**config.mk**
```make
export PLATFORM = sky130hd
export DESIGN_NAME = error_status_service_request
export DESIGN_NICKNAME = d
export VERILOG_FILES = /design/src/design/esr_pkg.sv /design/src/design/error_status_service_request.sv /design/src/design/event_latch.sv /design/src/design/sync_two.sv
export SDC_FILE = /design/constraint.sdc
export NUM_CORES = 1
export LEC_CHECK = 0
export BUFFER_PORTS_ARGS = -buffer_cell sky130_fd_sc_hd__buf_2
export CORE_MARGIN = 3
export CORE_UTILIZATION = 50
export CTS_BUF_LIST = sky130_fd_sc_hd__clkbuf_16
export CTS_CLUSTER_SIZE = 20
export DETAILED_ROUTE_END_ITERATION = 10
export PLACE_DENSITY = 0.74
export SLEW_MARGIN = 25
export SYNTH_ARGS = -nofsm -noshare
export SYNTH_HDL_FRONTEND = slang
export SYNTH_SLANG_ARGS = --single-unit
```
**constraint.sdc**
```tcl
create_clock -name clock -period 2.78 [get_ports clock]
set_input_delay 0.278 -clock clock [delete_from_list [all_inputs] [get_ports clock]]
set_output_delay 0.278 -clock clock [all_outputs]
set_load 0.05 [all_outputs]
```
**src/design/esr_pkg.sv**
```systemverilog
// Purpose: constants and types of the error status and service request block
// Assumes: one 20 MHz clock, power-on reset clears all registers but the heat state, which loads HEAT_IDLE
// Notes:   bit positions, limits and command codes live here, save the status byte bit order, which the summary_only concatenation fixes
package esr_pkg;
    localparam int unsigned HW_OVERHEAT_BIT    = 4;
    localparam int unsigned HW_OVERVOLT_BIT    = 3;
    localparam int unsigned HW_OVERCURRENT_BIT = 2;
    localparam int unsigned HW_CONV_COMM_BIT   = 1;
    localparam int unsigned HW_BOARD_FAIL_BIT  = 0;
    localparam logic [7:0]  HW_USED_MASK       = 8'h1F;
    localparam int unsigned OP_INTERLOCK_BIT   = 7;
    localparam int unsigned OP_SUPPLY_FLOW_BIT = 6;
    localparam int unsigned OP_MAGNET_FLOW_BIT = 5;
    localparam int unsigned OP_LINE_HIGH_BIT   = 4;
    localparam int unsigned OP_LINE_LOW_BIT    = 3;
    localparam int unsigned OP_TEMP_HIGH_BIT   = 2;
    localparam int unsigned OP_EXT_PROG_BIT    = 1;
    localparam int unsigned OP_BAD_TRIM_BIT    = 0;
    localparam int unsigned STB_OPERATION_BIT  = 7;
    localparam int unsigned STB_REQUEST_BIT    = 6;
    localparam int unsigned STB_EVENT_BIT      = 5;
    localparam int unsigned STB_MESSAGE_BIT    = 4;
    localparam int unsigned STB_HW_ERROR_BIT   = 2;
    localparam int unsigned STB_OP_ERROR_BIT   = 1;
    localparam logic [7:0]  STB_SUMMARY_MASK   = 8'hB6;
    localparam logic [7:0]  REG_RESET          = 8'h00;
    localparam logic [15:0] SETPOINT_ZERO      = 16'h0000;
    localparam logic [15:0] CURRENT_LIMIT_MA   = 16'hF230;
    localparam longint unsigned CLOCK_HZ        = 20000000;
    localparam longint unsigned SHUTDOWN_TIME_S = 10;
    localparam longint unsigned SHUTDOWN_CYCLES = SHUTDOWN_TIME_S * CLOCK_HZ;

    typedef enum logic [2:0] {
        CMD_ERROR_READ   = 3'h0,
        CMD_ERROR_ENABLE = 3'h1,
        CMD_ERROR_EN_QRY = 3'h2,
        CMD_REQ_ENABLE   = 3'h3,
        CMD_REQ_EN_QRY   = 3'h4,
        CMD_STATUS_QRY   = 3'h5,
        CMD_CLEAR_STATUS = 3'h6
    } cmd_code_type;

    typedef struct packed {
        logic         valid;
        cmd_code_type code;
        logic [15:0]  data;
    } cmd_type;

    typedef struct packed {
        logic        valid;
        logic [15:0] data;
    } resp_type;

    typedef enum logic [2:0] {
        HEAT_IDLE  = 3'b001,
        HEAT_COUNT = 3'b010,
        HEAT_OFF   = 3'b100
    } heat_state_type;
endpackage

```
**src/design/error_status_service_request.sv**
```systemverilog
// Purpose: error event registers, status byte and service request
// Assumes: command, poll and status sources are on the block clock
// Notes:   fault pins are synchronised before use
`timescale 1ns/1ps
module error_status_service_request #(
    parameter longint unsigned SHUTDOWN_DELAY = esr_pkg::SHUTDOWN_CYCLES
) (
    input  wire logic              clock,
    input  wire logic              arst_n,
    input  wire logic              overheat_pin,
    input  wire logic              overvolt_pin,
    input  wire logic              conv_comm_fail_pin,
    input  wire logic              board_fail_pin,
    input  wire logic              interlock_fault_pin,
    input  wire logic              supply_flow_pin,
    input  wire logic              magnet_flow_pin,
    input  wire logic              line_high_pin,
    input  wire logic              line_low_pin,
    input  wire logic              temp_high_pin,
    input  wire logic              bad_trim_pin,
    input  wire logic [15:0]       measured_ma,
    input  wire logic              ext_prog_refused,
    input  wire logic              operation_summary,
    input  wire logic              event_summary,
    input  wire logic              outbuf_not_empty,
    input  wire esr_pkg::cmd_type  cmd,
    output esr_pkg::resp_type      resp,
    input  wire logic              serial_poll,
    output logic [7:0]             poll_byte,
    output logic                   srq,
    input  wire logic              setpoint_wr,
    input  wire logic [15:0]       setpoint_data,
    output logic [15:0]            current_setpoint,
    output logic                   setpoint_locked,
    output logic                   shutdown
);
    logic [4:0]                hw_pins_sync;
    logic [6:0]                op_pins_sync;
    logic [7:0]                hw_set;
    logic [7:0]                op_set;
    logic [7:0]                hw_error_events;
    logic [7:0]                operational_error_events;
    logic [7:0]                hw_enable_q;
    logic [7:0]                op_enable_q;
    logic [7:0]                request_enable_mask;
    logic [7:0]                summary_status_byte;
    logic [7:0]                summary_only;
    logic                      hw_error_summary;
    logic                      op_error_summary;
    logic                      master_summary;
    logic                      master_summary_q;
    logic                      rqs_q;
    logic                      rqs_d;
    logic                      error_clear;
    logic                      is_read;
    logic                      is_clear_all;
    logic                      overcurrent;
    esr_pkg::resp_type         resp_d;
    logic [15:0]               setpoint_q;
    logic [15:0]               setpoint_d;
    esr_pkg::heat_state_type   heat_q;
    esr_pkg::heat_state_type   heat_d;
    logic [31:0]               heat_count_q;
    logic                      heat_done;
    logic [7:0]                poll_byte_d;

    function automatic logic cmd_is(input esr_pkg::cmd_type c,
                                    input esr_pkg::cmd_code_type k);
        return c.valid && (c.code == k);
    endfunction

    // fault pins cross into the clock domain
    sync_two #(.WIDTH(5)) u_hw_sync (
        .clock    (clock),
        .arst_n   (arst_n),
        .async_in ({overheat_pin, overvolt_pin, 1'b0, conv_comm_fail_pin, board_fail_pin}),
        .sync_out (hw_pins_sync)
    );

    sync_two #(.WIDTH(7)) u_op_sync (
        .clock    (clock),
        .arst_n   (arst_n),
        .async_in ({interlock_fault_pin, supply_flow_pin, magnet_flow_pin, line_high_pin,
                    line_low_pin, temp_high_pin, bad_trim_pin}),
        .sync_out (op_pins_sync)
    );

    // event sources per bit
    assign overcurrent = measured_ma > esr_pkg::CURRENT_LIMIT_MA;
    assign hw_set[esr_pkg::HW_OVERHEAT_BIT]    = hw_pins_sync[esr_pkg::HW_OVERHEAT_BIT];
    assign hw_set[esr_pkg::HW_OVERVOLT_BIT]    = hw_pins_sync[esr_pkg::HW_OVERVOLT_BIT];
    assign hw_set[esr_pkg::HW_OVERCURRENT_BIT] = overcurrent;
    assign hw_set[esr_pkg::HW_CONV_COMM_BIT]   = hw_pins_sync[esr_pkg::HW_CONV_COMM_BIT];
    assign hw_set[esr_pkg::HW_BOARD_FAIL_BIT]  = hw_pins_sync[esr_pkg::HW_BOARD_FAIL_BIT];
    assign hw_set[7:5] = 3'h0;
    assign op_set[esr_pkg::OP_INTERLOCK_BIT]   = op_pins_sync[6];
    assign op_set[esr_pkg::OP_SUPPLY_FLOW_BIT] = op_pins_sync[5];
    assign op_set[esr_pkg::OP_MAGNET_FLOW_BIT] = op_pins_sync[4];
    assign op_set[esr_pkg::OP_LINE_HIGH_BIT]   = op_pins_sync[3];
    assign op_set[esr_pkg::OP_LINE_LOW_BIT]    = op_pins_sync[2];
    assign op_set[esr_pkg::OP_TEMP_HIGH_BIT]   = op_pins_sync[1];
    assign op_set[esr_pkg::OP_EXT_PROG_BIT]    = ext_prog_refused;
    assign op_set[esr_pkg::OP_BAD_TRIM_BIT]    = op_pins_sync[0];

    // command decode
    assign is_read      = cmd_is(cmd, esr_pkg::CMD_ERROR_READ);
    assign is_clear_all = cmd_is(cmd, esr_pkg::CMD_CLEAR_STATUS);
    assign error_clear  = is_read || is_clear_all;

    // sticky error event registers, read-clear
    event_latch #(.WIDTH(8)) u_hw_events (
        .clock    (clock),
        .arst_n   (arst_n),
        .set_in   (hw_set),
        .clear    (error_clear),
        .events_q (hw_error_events)
    );

    event_latch #(.WIDTH(8)) u_op_events (
        .clock    (clock),
        .arst_n   (arst_n),
        .set_in   (op_set),
        .clear    (error_clear),
        .events_q (operational_error_events)
    );

    // summary bits are pure combinational functions of their sources
    assign hw_error_summary = |(hw_error_events & hw_enable_q);
    assign op_error_summary = |(operational_error_events & op_enable_q);
    assign summary_only = {operation_summary, 1'b0, event_summary, outbuf_not_empty,
                           1'b0, hw_error_summary, op_error_summary, 1'b0};
    assign master_summary = |(summary_only & request_enable_mask
                              & esr_pkg::STB_SUMMARY_MASK);
    assign summary_status_byte = summary_only
                                 | ({7'h00, master_summary} << esr_pkg::STB_REQUEST_BIT);

    // request function: set on rising master summary, cleared by poll
    assign rqs_d = (master_summary && !master_summary_q) ? 1'b1
                 : serial_poll ? 1'b0 : rqs_q;
    assign srq   = rqs_q;

    assign poll_byte_d = (summary_only & ~(8'h01 << esr_pkg::STB_REQUEST_BIT))
                         | ({7'h00, rqs_q} << esr_pkg::STB_REQUEST_BIT);

    // query answers, one per code
    always_comb begin
        resp_d = '0;
        case (1'b1)
            is_read: begin
                resp_d = {1'b1, hw_error_events, operational_error_events};
            end
            cmd_is(cmd, esr_pkg::CMD_ERROR_EN_QRY): begin
                resp_d = {1'b1, hw_enable_q, op_enable_q};
            end
            cmd_is(cmd, esr_pkg::CMD_REQ_EN_QRY): begin
                resp_d = {1'b1, 8'h00, request_enable_mask};
            end
            cmd_is(cmd, esr_pkg::CMD_STATUS_QRY): begin
                resp_d = {1'b1, 8'h00, summary_status_byte};
            end
            default: begin
                resp_d = '0;
            end
        endcase
    end

    // enable masks, written by command
    always_ff @(posedge clock or negedge arst_n) begin
        if (!arst_n) begin
            hw_enable_q         <= esr_pkg::REG_RESET;
            op_enable_q         <= esr_pkg::REG_RESET;
            request_enable_mask <= esr_pkg::REG_RESET;
        end else if (cmd_is(cmd, esr_pkg::CMD_ERROR_ENABLE)) begin
            hw_enable_q <= cmd.data[15:8] & esr_pkg::HW_USED_MASK;
            op_enable_q <= cmd.data[7:0];
        end else if (cmd_is(cmd, esr_pkg::CMD_REQ_ENABLE)) begin
            request_enable_mask <= cmd.data[7:0];
        end
    end

    // edge memory, request, answer and poll capture
    always_ff @(posedge clock or negedge arst_n) begin
        if (!arst_n) begin
            master_summary_q <= 1'b0;
            rqs_q            <= 1'b0;
            resp             <= '0;
            poll_byte        <= esr_pkg::REG_RESET;
        end else begin
            master_summary_q <= master_summary;
            rqs_q            <= rqs_d;
            resp             <= resp_d;
            poll_byte        <= serial_poll ? poll_byte_d : poll_byte;
        end
    end

    // setpoint lock on temperature high or refused external programming
    assign setpoint_locked = operational_error_events[esr_pkg::OP_TEMP_HIGH_BIT]
                           | operational_error_events[esr_pkg::OP_EXT_PROG_BIT];
    assign setpoint_d = setpoint_locked ? esr_pkg::SETPOINT_ZERO
                      : setpoint_wr ? setpoint_data : setpoint_q;
    assign current_setpoint = setpoint_q;

    always_ff @(posedge clock or negedge arst_n) begin
        if (!arst_n) begin
            setpoint_q <= esr_pkg::SETPOINT_ZERO;
        end else begin
            setpoint_q <= setpoint_d;
        end
    end

    // overheat shutdown timer
    assign heat_done = heat_count_q >= 32'(SHUTDOWN_DELAY - 1);

    always_comb begin
        case (heat_q)
            esr_pkg::HEAT_IDLE: begin
                heat_d = hw_error_events[esr_pkg::HW_OVERHEAT_BIT]
                       ? esr_pkg::HEAT_COUNT : esr_pkg::HEAT_IDLE;
            end
            esr_pkg::HEAT_COUNT: begin
                heat_d = heat_done ? esr_pkg::HEAT_OFF : esr_pkg::HEAT_COUNT;
            end
            esr_pkg::HEAT_OFF: begin
                heat_d = esr_pkg::HEAT_OFF;
            end
            default: begin
                heat_d = esr_pkg::HEAT_IDLE;
            end
        endcase
    end

    assign shutdown = heat_q == esr_pkg::HEAT_OFF;

    always_ff @(posedge clock or negedge arst_n) begin
        if (!arst_n) begin
            heat_q       <= esr_pkg::HEAT_IDLE;
            heat_count_q <= 32'h0000_0000;
        end else begin
            heat_q       <= heat_d;
            heat_count_q <= (heat_q == esr_pkg::HEAT_COUNT) ? heat_count_q + 32'h0000_0001
                                                             : 32'h0000_0000;
        end
    end

    // cycles spent with overheat latched and the output still on
    logic [31:0]               heat_age_q;

    always_ff @(posedge clock or negedge arst_n) begin
        if (!arst_n) begin
            heat_age_q <= 32'h0000_0000;
        end else if (hw_error_events[esr_pkg::HW_OVERHEAT_BIT] && !shutdown) begin
            heat_age_q <= heat_age_q + 32'h0000_0001;
        end
    end
endmodule

```
**src/design/event_latch.sv**
```systemverilog
// Purpose: sticky event register with read-clear
// Assumes: set and clear come from the same clock
// Notes:   a set in the clearing cycle wins
`timescale 1ns/1ps
module event_latch #(
    parameter int unsigned WIDTH = 8
) (
    input  wire logic             clock,
    input  wire logic             arst_n,
    input  wire logic [WIDTH-1:0] set_in,
    input  wire logic             clear,
    output logic      [WIDTH-1:0] events_q
);
    for (genvar i = 0; i < WIDTH; i++) begin : g_bit
        always_ff @(posedge clock or negedge arst_n) begin
            if (!arst_n) begin
                events_q[i] <= 1'b0;
            end else if (set_in[i]) begin
                events_q[i] <= 1'b1;
            end else if (clear) begin
                events_q[i] <= 1'b0;
            end
        end
    end
endmodule

```
**src/design/sync_two.sv**
```systemverilog
// Purpose: two-flop synchroniser for pin levels
// Assumes: inputs are quasi-static levels
// Notes:   first stage is read only by the second
`timescale 1ns/1ps
module sync_two #(
    parameter int unsigned WIDTH = 1
) (
    input  wire logic             clock,
    input  wire logic             arst_n,
    input  wire logic [WIDTH-1:0] async_in,
    output logic      [WIDTH-1:0] sync_out
);
    logic [WIDTH-1:0] meta_q;

    always_ff @(posedge clock or negedge arst_n) begin
        if (!arst_n) begin
            meta_q   <= '0;
            sync_out <= '0;
        end else begin
            meta_q   <= async_in;
            sync_out <= meta_q;
        end
    end
endmodule

```
==> flow_summary_export.csv <==
group,metric,value,unit
run_status,status,"complete, no violations",
global_route,use_met1,25.1,%
floorplan,fp.dieH,110,µm
min_path,hold_depth,2,
pwr,leakagePower,3.15,nW
routing,drt_iter0_markers,215,
pwr,peakVddDrop,0.000377,V
worst_setup_path,rr_endpoint,"heat_count_q[31]",
global_route,use_met3,4.87,%
floorplan,die_w,110,µm
global_route,grt_usage,19.5,%
sta,fin_crit_sh,73.8,%
placement,place_area,6010,µm²
worst_setup_path,crit_required,3100,ps
global_route,grt_pass1_wl,18100,µm
sta,max_freq,488,MHz
logic_synthesis,synth_edf_count,0,
floorplan,design.core.area,10400,µm²
global_route,first_global_vias,3822,
clock_network,cts_tree,"built",
logic_synthesis,yosysWarnings,0,
finish,final_nets,644,
worst_setup_path,ff2ff_path_depth,4,
min_path,hp-class,"primary input to flip-flop",
logic_synthesis,ys_ff_latch,129,
routing,ant_nets,0,
logic_synthesis,synth_area_per_cell,11.8,µm²
routing,wire_per_inst,15.5,µm
worst_setup_path,r2r_start,"heat_count_q[5]",
clock_network,cts_hold_buf,12,
global_route,antenna_found_initial,0,
worst_setup_path,cp.arrival,2370,ps
floorplan,dieArea,12000,µm²
placement,place_congestion,0.771,
sta,drv_slew,0,
clock_network,ctsResizeCount,0,
floorplan,ios,115,
worst_setup_path,crit_path_cell_trace,"nand4_1, or4_4, or4_1, a21oi_1",
clock_network,post_cts_buffers,0,
logic_synthesis,synth.distinct_cells,46,
sta,hold_viol,0,
routing,vias,3976,
clock_network,ctsHtreeMaxLevel,4,
sta,rsz0062_at_grt,"no",
worst_setup_path,crit_path_end_kind,"flip-flop",
run,drv_cap,0,
worst_setup_path,cp_slowest_cell,"or4_4",
global_route,grtUsageMet2,31.1,%
clock_network,clockBufferDepth,2,
pwr,finalPower,5.10,mW
sta,worstMarginPinSlew,700,ps
sta,layout_setup_ws,729,ps
placement,placed_cells,677,
clock_network,insertion_delay,400,ps
routing,via_per_inst,5.51,
placement,io_buffers,106,
worst_setup_path,slowest_delay,680,ps
sta,setup_violations,0,
sta,skew,17.0,ps
global_route,grt_start_max_net_pins,101,
floorplan,row_count,37,
worst_setup_path,path_max_fanout,22,
worst_setup_path,crit_type,"flip-flop to flip-flop",
logic_synthesis,yosysSeqAreaShare,60.0,%
sta,slew_headroom,53.4,%
logic_synthesis,synthFlopType,"dfrtp_1",
clock_network,clkSinkCount,129,
finish,num-fill-cells,823,
worst_setup_path,cp_num_buf_inv,0,
pwr,p_per_area,755,nW/µm²
worst_setup_path,crit_family,"simple AND/OR/NAND/NOR gates",
routing,routed_wl,11200,µm
routing,drt_pass1_iterations,4,
finish,diodes,0,
worst_setup_path,r2r_slack,730,ps
clock_network,root_buffer,"clkbuf_16",
global_route,gr-total-overflow,0,
floorplan,start_util,51.7,%
placement,post-dp-hpwl,7620,µm
finish,final_area,6750,µm²
logic_synthesis,synthArstFlopShare,100,%
finish,final_cells,721,
worst_setup_path,startpoint_type,"flip-flop",
min_path,holdCritStartpoint,"ext_prog_refused",
sta,fin_crit,2050,ps
clock_network,numCtsBuffers,17,
finish,area_delta_synth_final,25.4,%
routing,drc,0,
finish,drive_above_1_share,28.7,%
logic_synthesis,syn_inst,455,
logic_synthesis,syn_area,5380,µm²
sta,setup_tns,0,ps
global_route,grt.busiest_layer,"met2",
min_path,hold_path_end,"u_op_events.events_q[1]",
placement,dp_slack,759,ps
clock_network,clkSlewWorstSetupHoldPaths,60,ps
-- cells by family after synthesis --
kind of cell,synth area share (%)
buffers and inverters,2.81
AO/OA/AOI/OAI,9.78
AND/OR/NAND/NOR,13.6
XOR/XNOR,2.11
multiplexers,11.4
adder cells (fa/ha/maj),0.232
flip-flops,60.0
other,0.0697
-- state kept, by name, indices dropped and copies added (netlist names) --
name / count
op_enable_q: 8
u_op_sync.sync_out: 7
u_hw_sync.sync_out: 4
hw_enable_q: 5
request_enable_mask: 8
heat_count_q: 32
poll_byte: 6
u_hw_sync.meta_q: 4
current_setpoint: 16
resp: 14
master_summary_q: 1
u_op_sync.meta_q: 7
heat_q: 3
u_hw_events.events_q: 5
srq: 1
u_op_events.events_q: 8
-- layout make-up --
type	count	area (µm²)	share of cell area, %
clock buffer	17	425	6.30
clock inverter	15	193	2.85
inverter	6	22.5	0.334
multi-input combinational	297	2020	30.0
sequential	129	3230	47.8
tap	136	170	2.52
timing repair buffer	121	688	10.2
-- where the power goes --
part	internal (mW)	switching (mW)
clock network	1.49	0.792
registers	2.04	0.120
logic	0.245	0.402
total	3.78	1.31
-- layout by cell type, fill, tap and decap left out, drive strengths merged, types with 9 or more instances in the layout --
cell type and instances:
dfrtp 128, buf 109, nor2 46, mux2i 33, mux2 25, a21oi 23
nand2 17, clkbuf 17, nand4 16, a21o 15, or4 14, o21ai 13
nand3 13, dlygate4sd3 12, o31ai 10, xor2 9
-- synth_stat cells (all sizes together), types with 10 or more instances --
library cell	count	area (µm²)
nand3	13	65.1
mux2	25	282
clkbuf	18	67.6
o21ai	13	65.1
dfrtp	128	3200
nor2	46	173
nand4	16	100
mux2i	33	330
or4	14	109
a21o	15	113
nand2	17	63.8
o31ai	10	75.1
a21oi	23	115
-- worst max path at each step --
stage / start / end / slack [ps] / cells past startpoint
floorplan: heat_count_q[5] / heat_count_q[27] / 920 / 5
global placement: heat_count_q[5] / heat_count_q[31] / 820 / 4
detailed placement: heat_count_q[5] / heat_count_q[31] / 760 / 4
CTS: heat_count_q[5] / heat_count_q[31] / 720 / 4
global route: heat_count_q[5] / heat_count_q[31] / 610 / 4
finish: heat_count_q[5] / heat_count_q[31] / 730 / 4
-- stage by stage --
| stage | hold slack [ps] | utilization (%) |
|---|---|---|
| 3_3_place_gp | 233 | 57.7 |
| 3_5_place_dp | 239 | 57.7 |
| 2_1_floorplan | -17.6 | - |
| 6_report | 57.6 | 64.8 |
| 4_1_cts | 47.9 | 64.8 |
| 5_1_grt | 55.0 | 64.8 |
-- layer usage --
layer	routed length, µm	up-vias	share of wire [%]
met5	0	-	0
met4	257	0	2.3
met3	548	19	4.9
met2	5570	111	50
met1	4820	1957	43
li1	-	1889	-
Power figures use the tool's default switching activity.
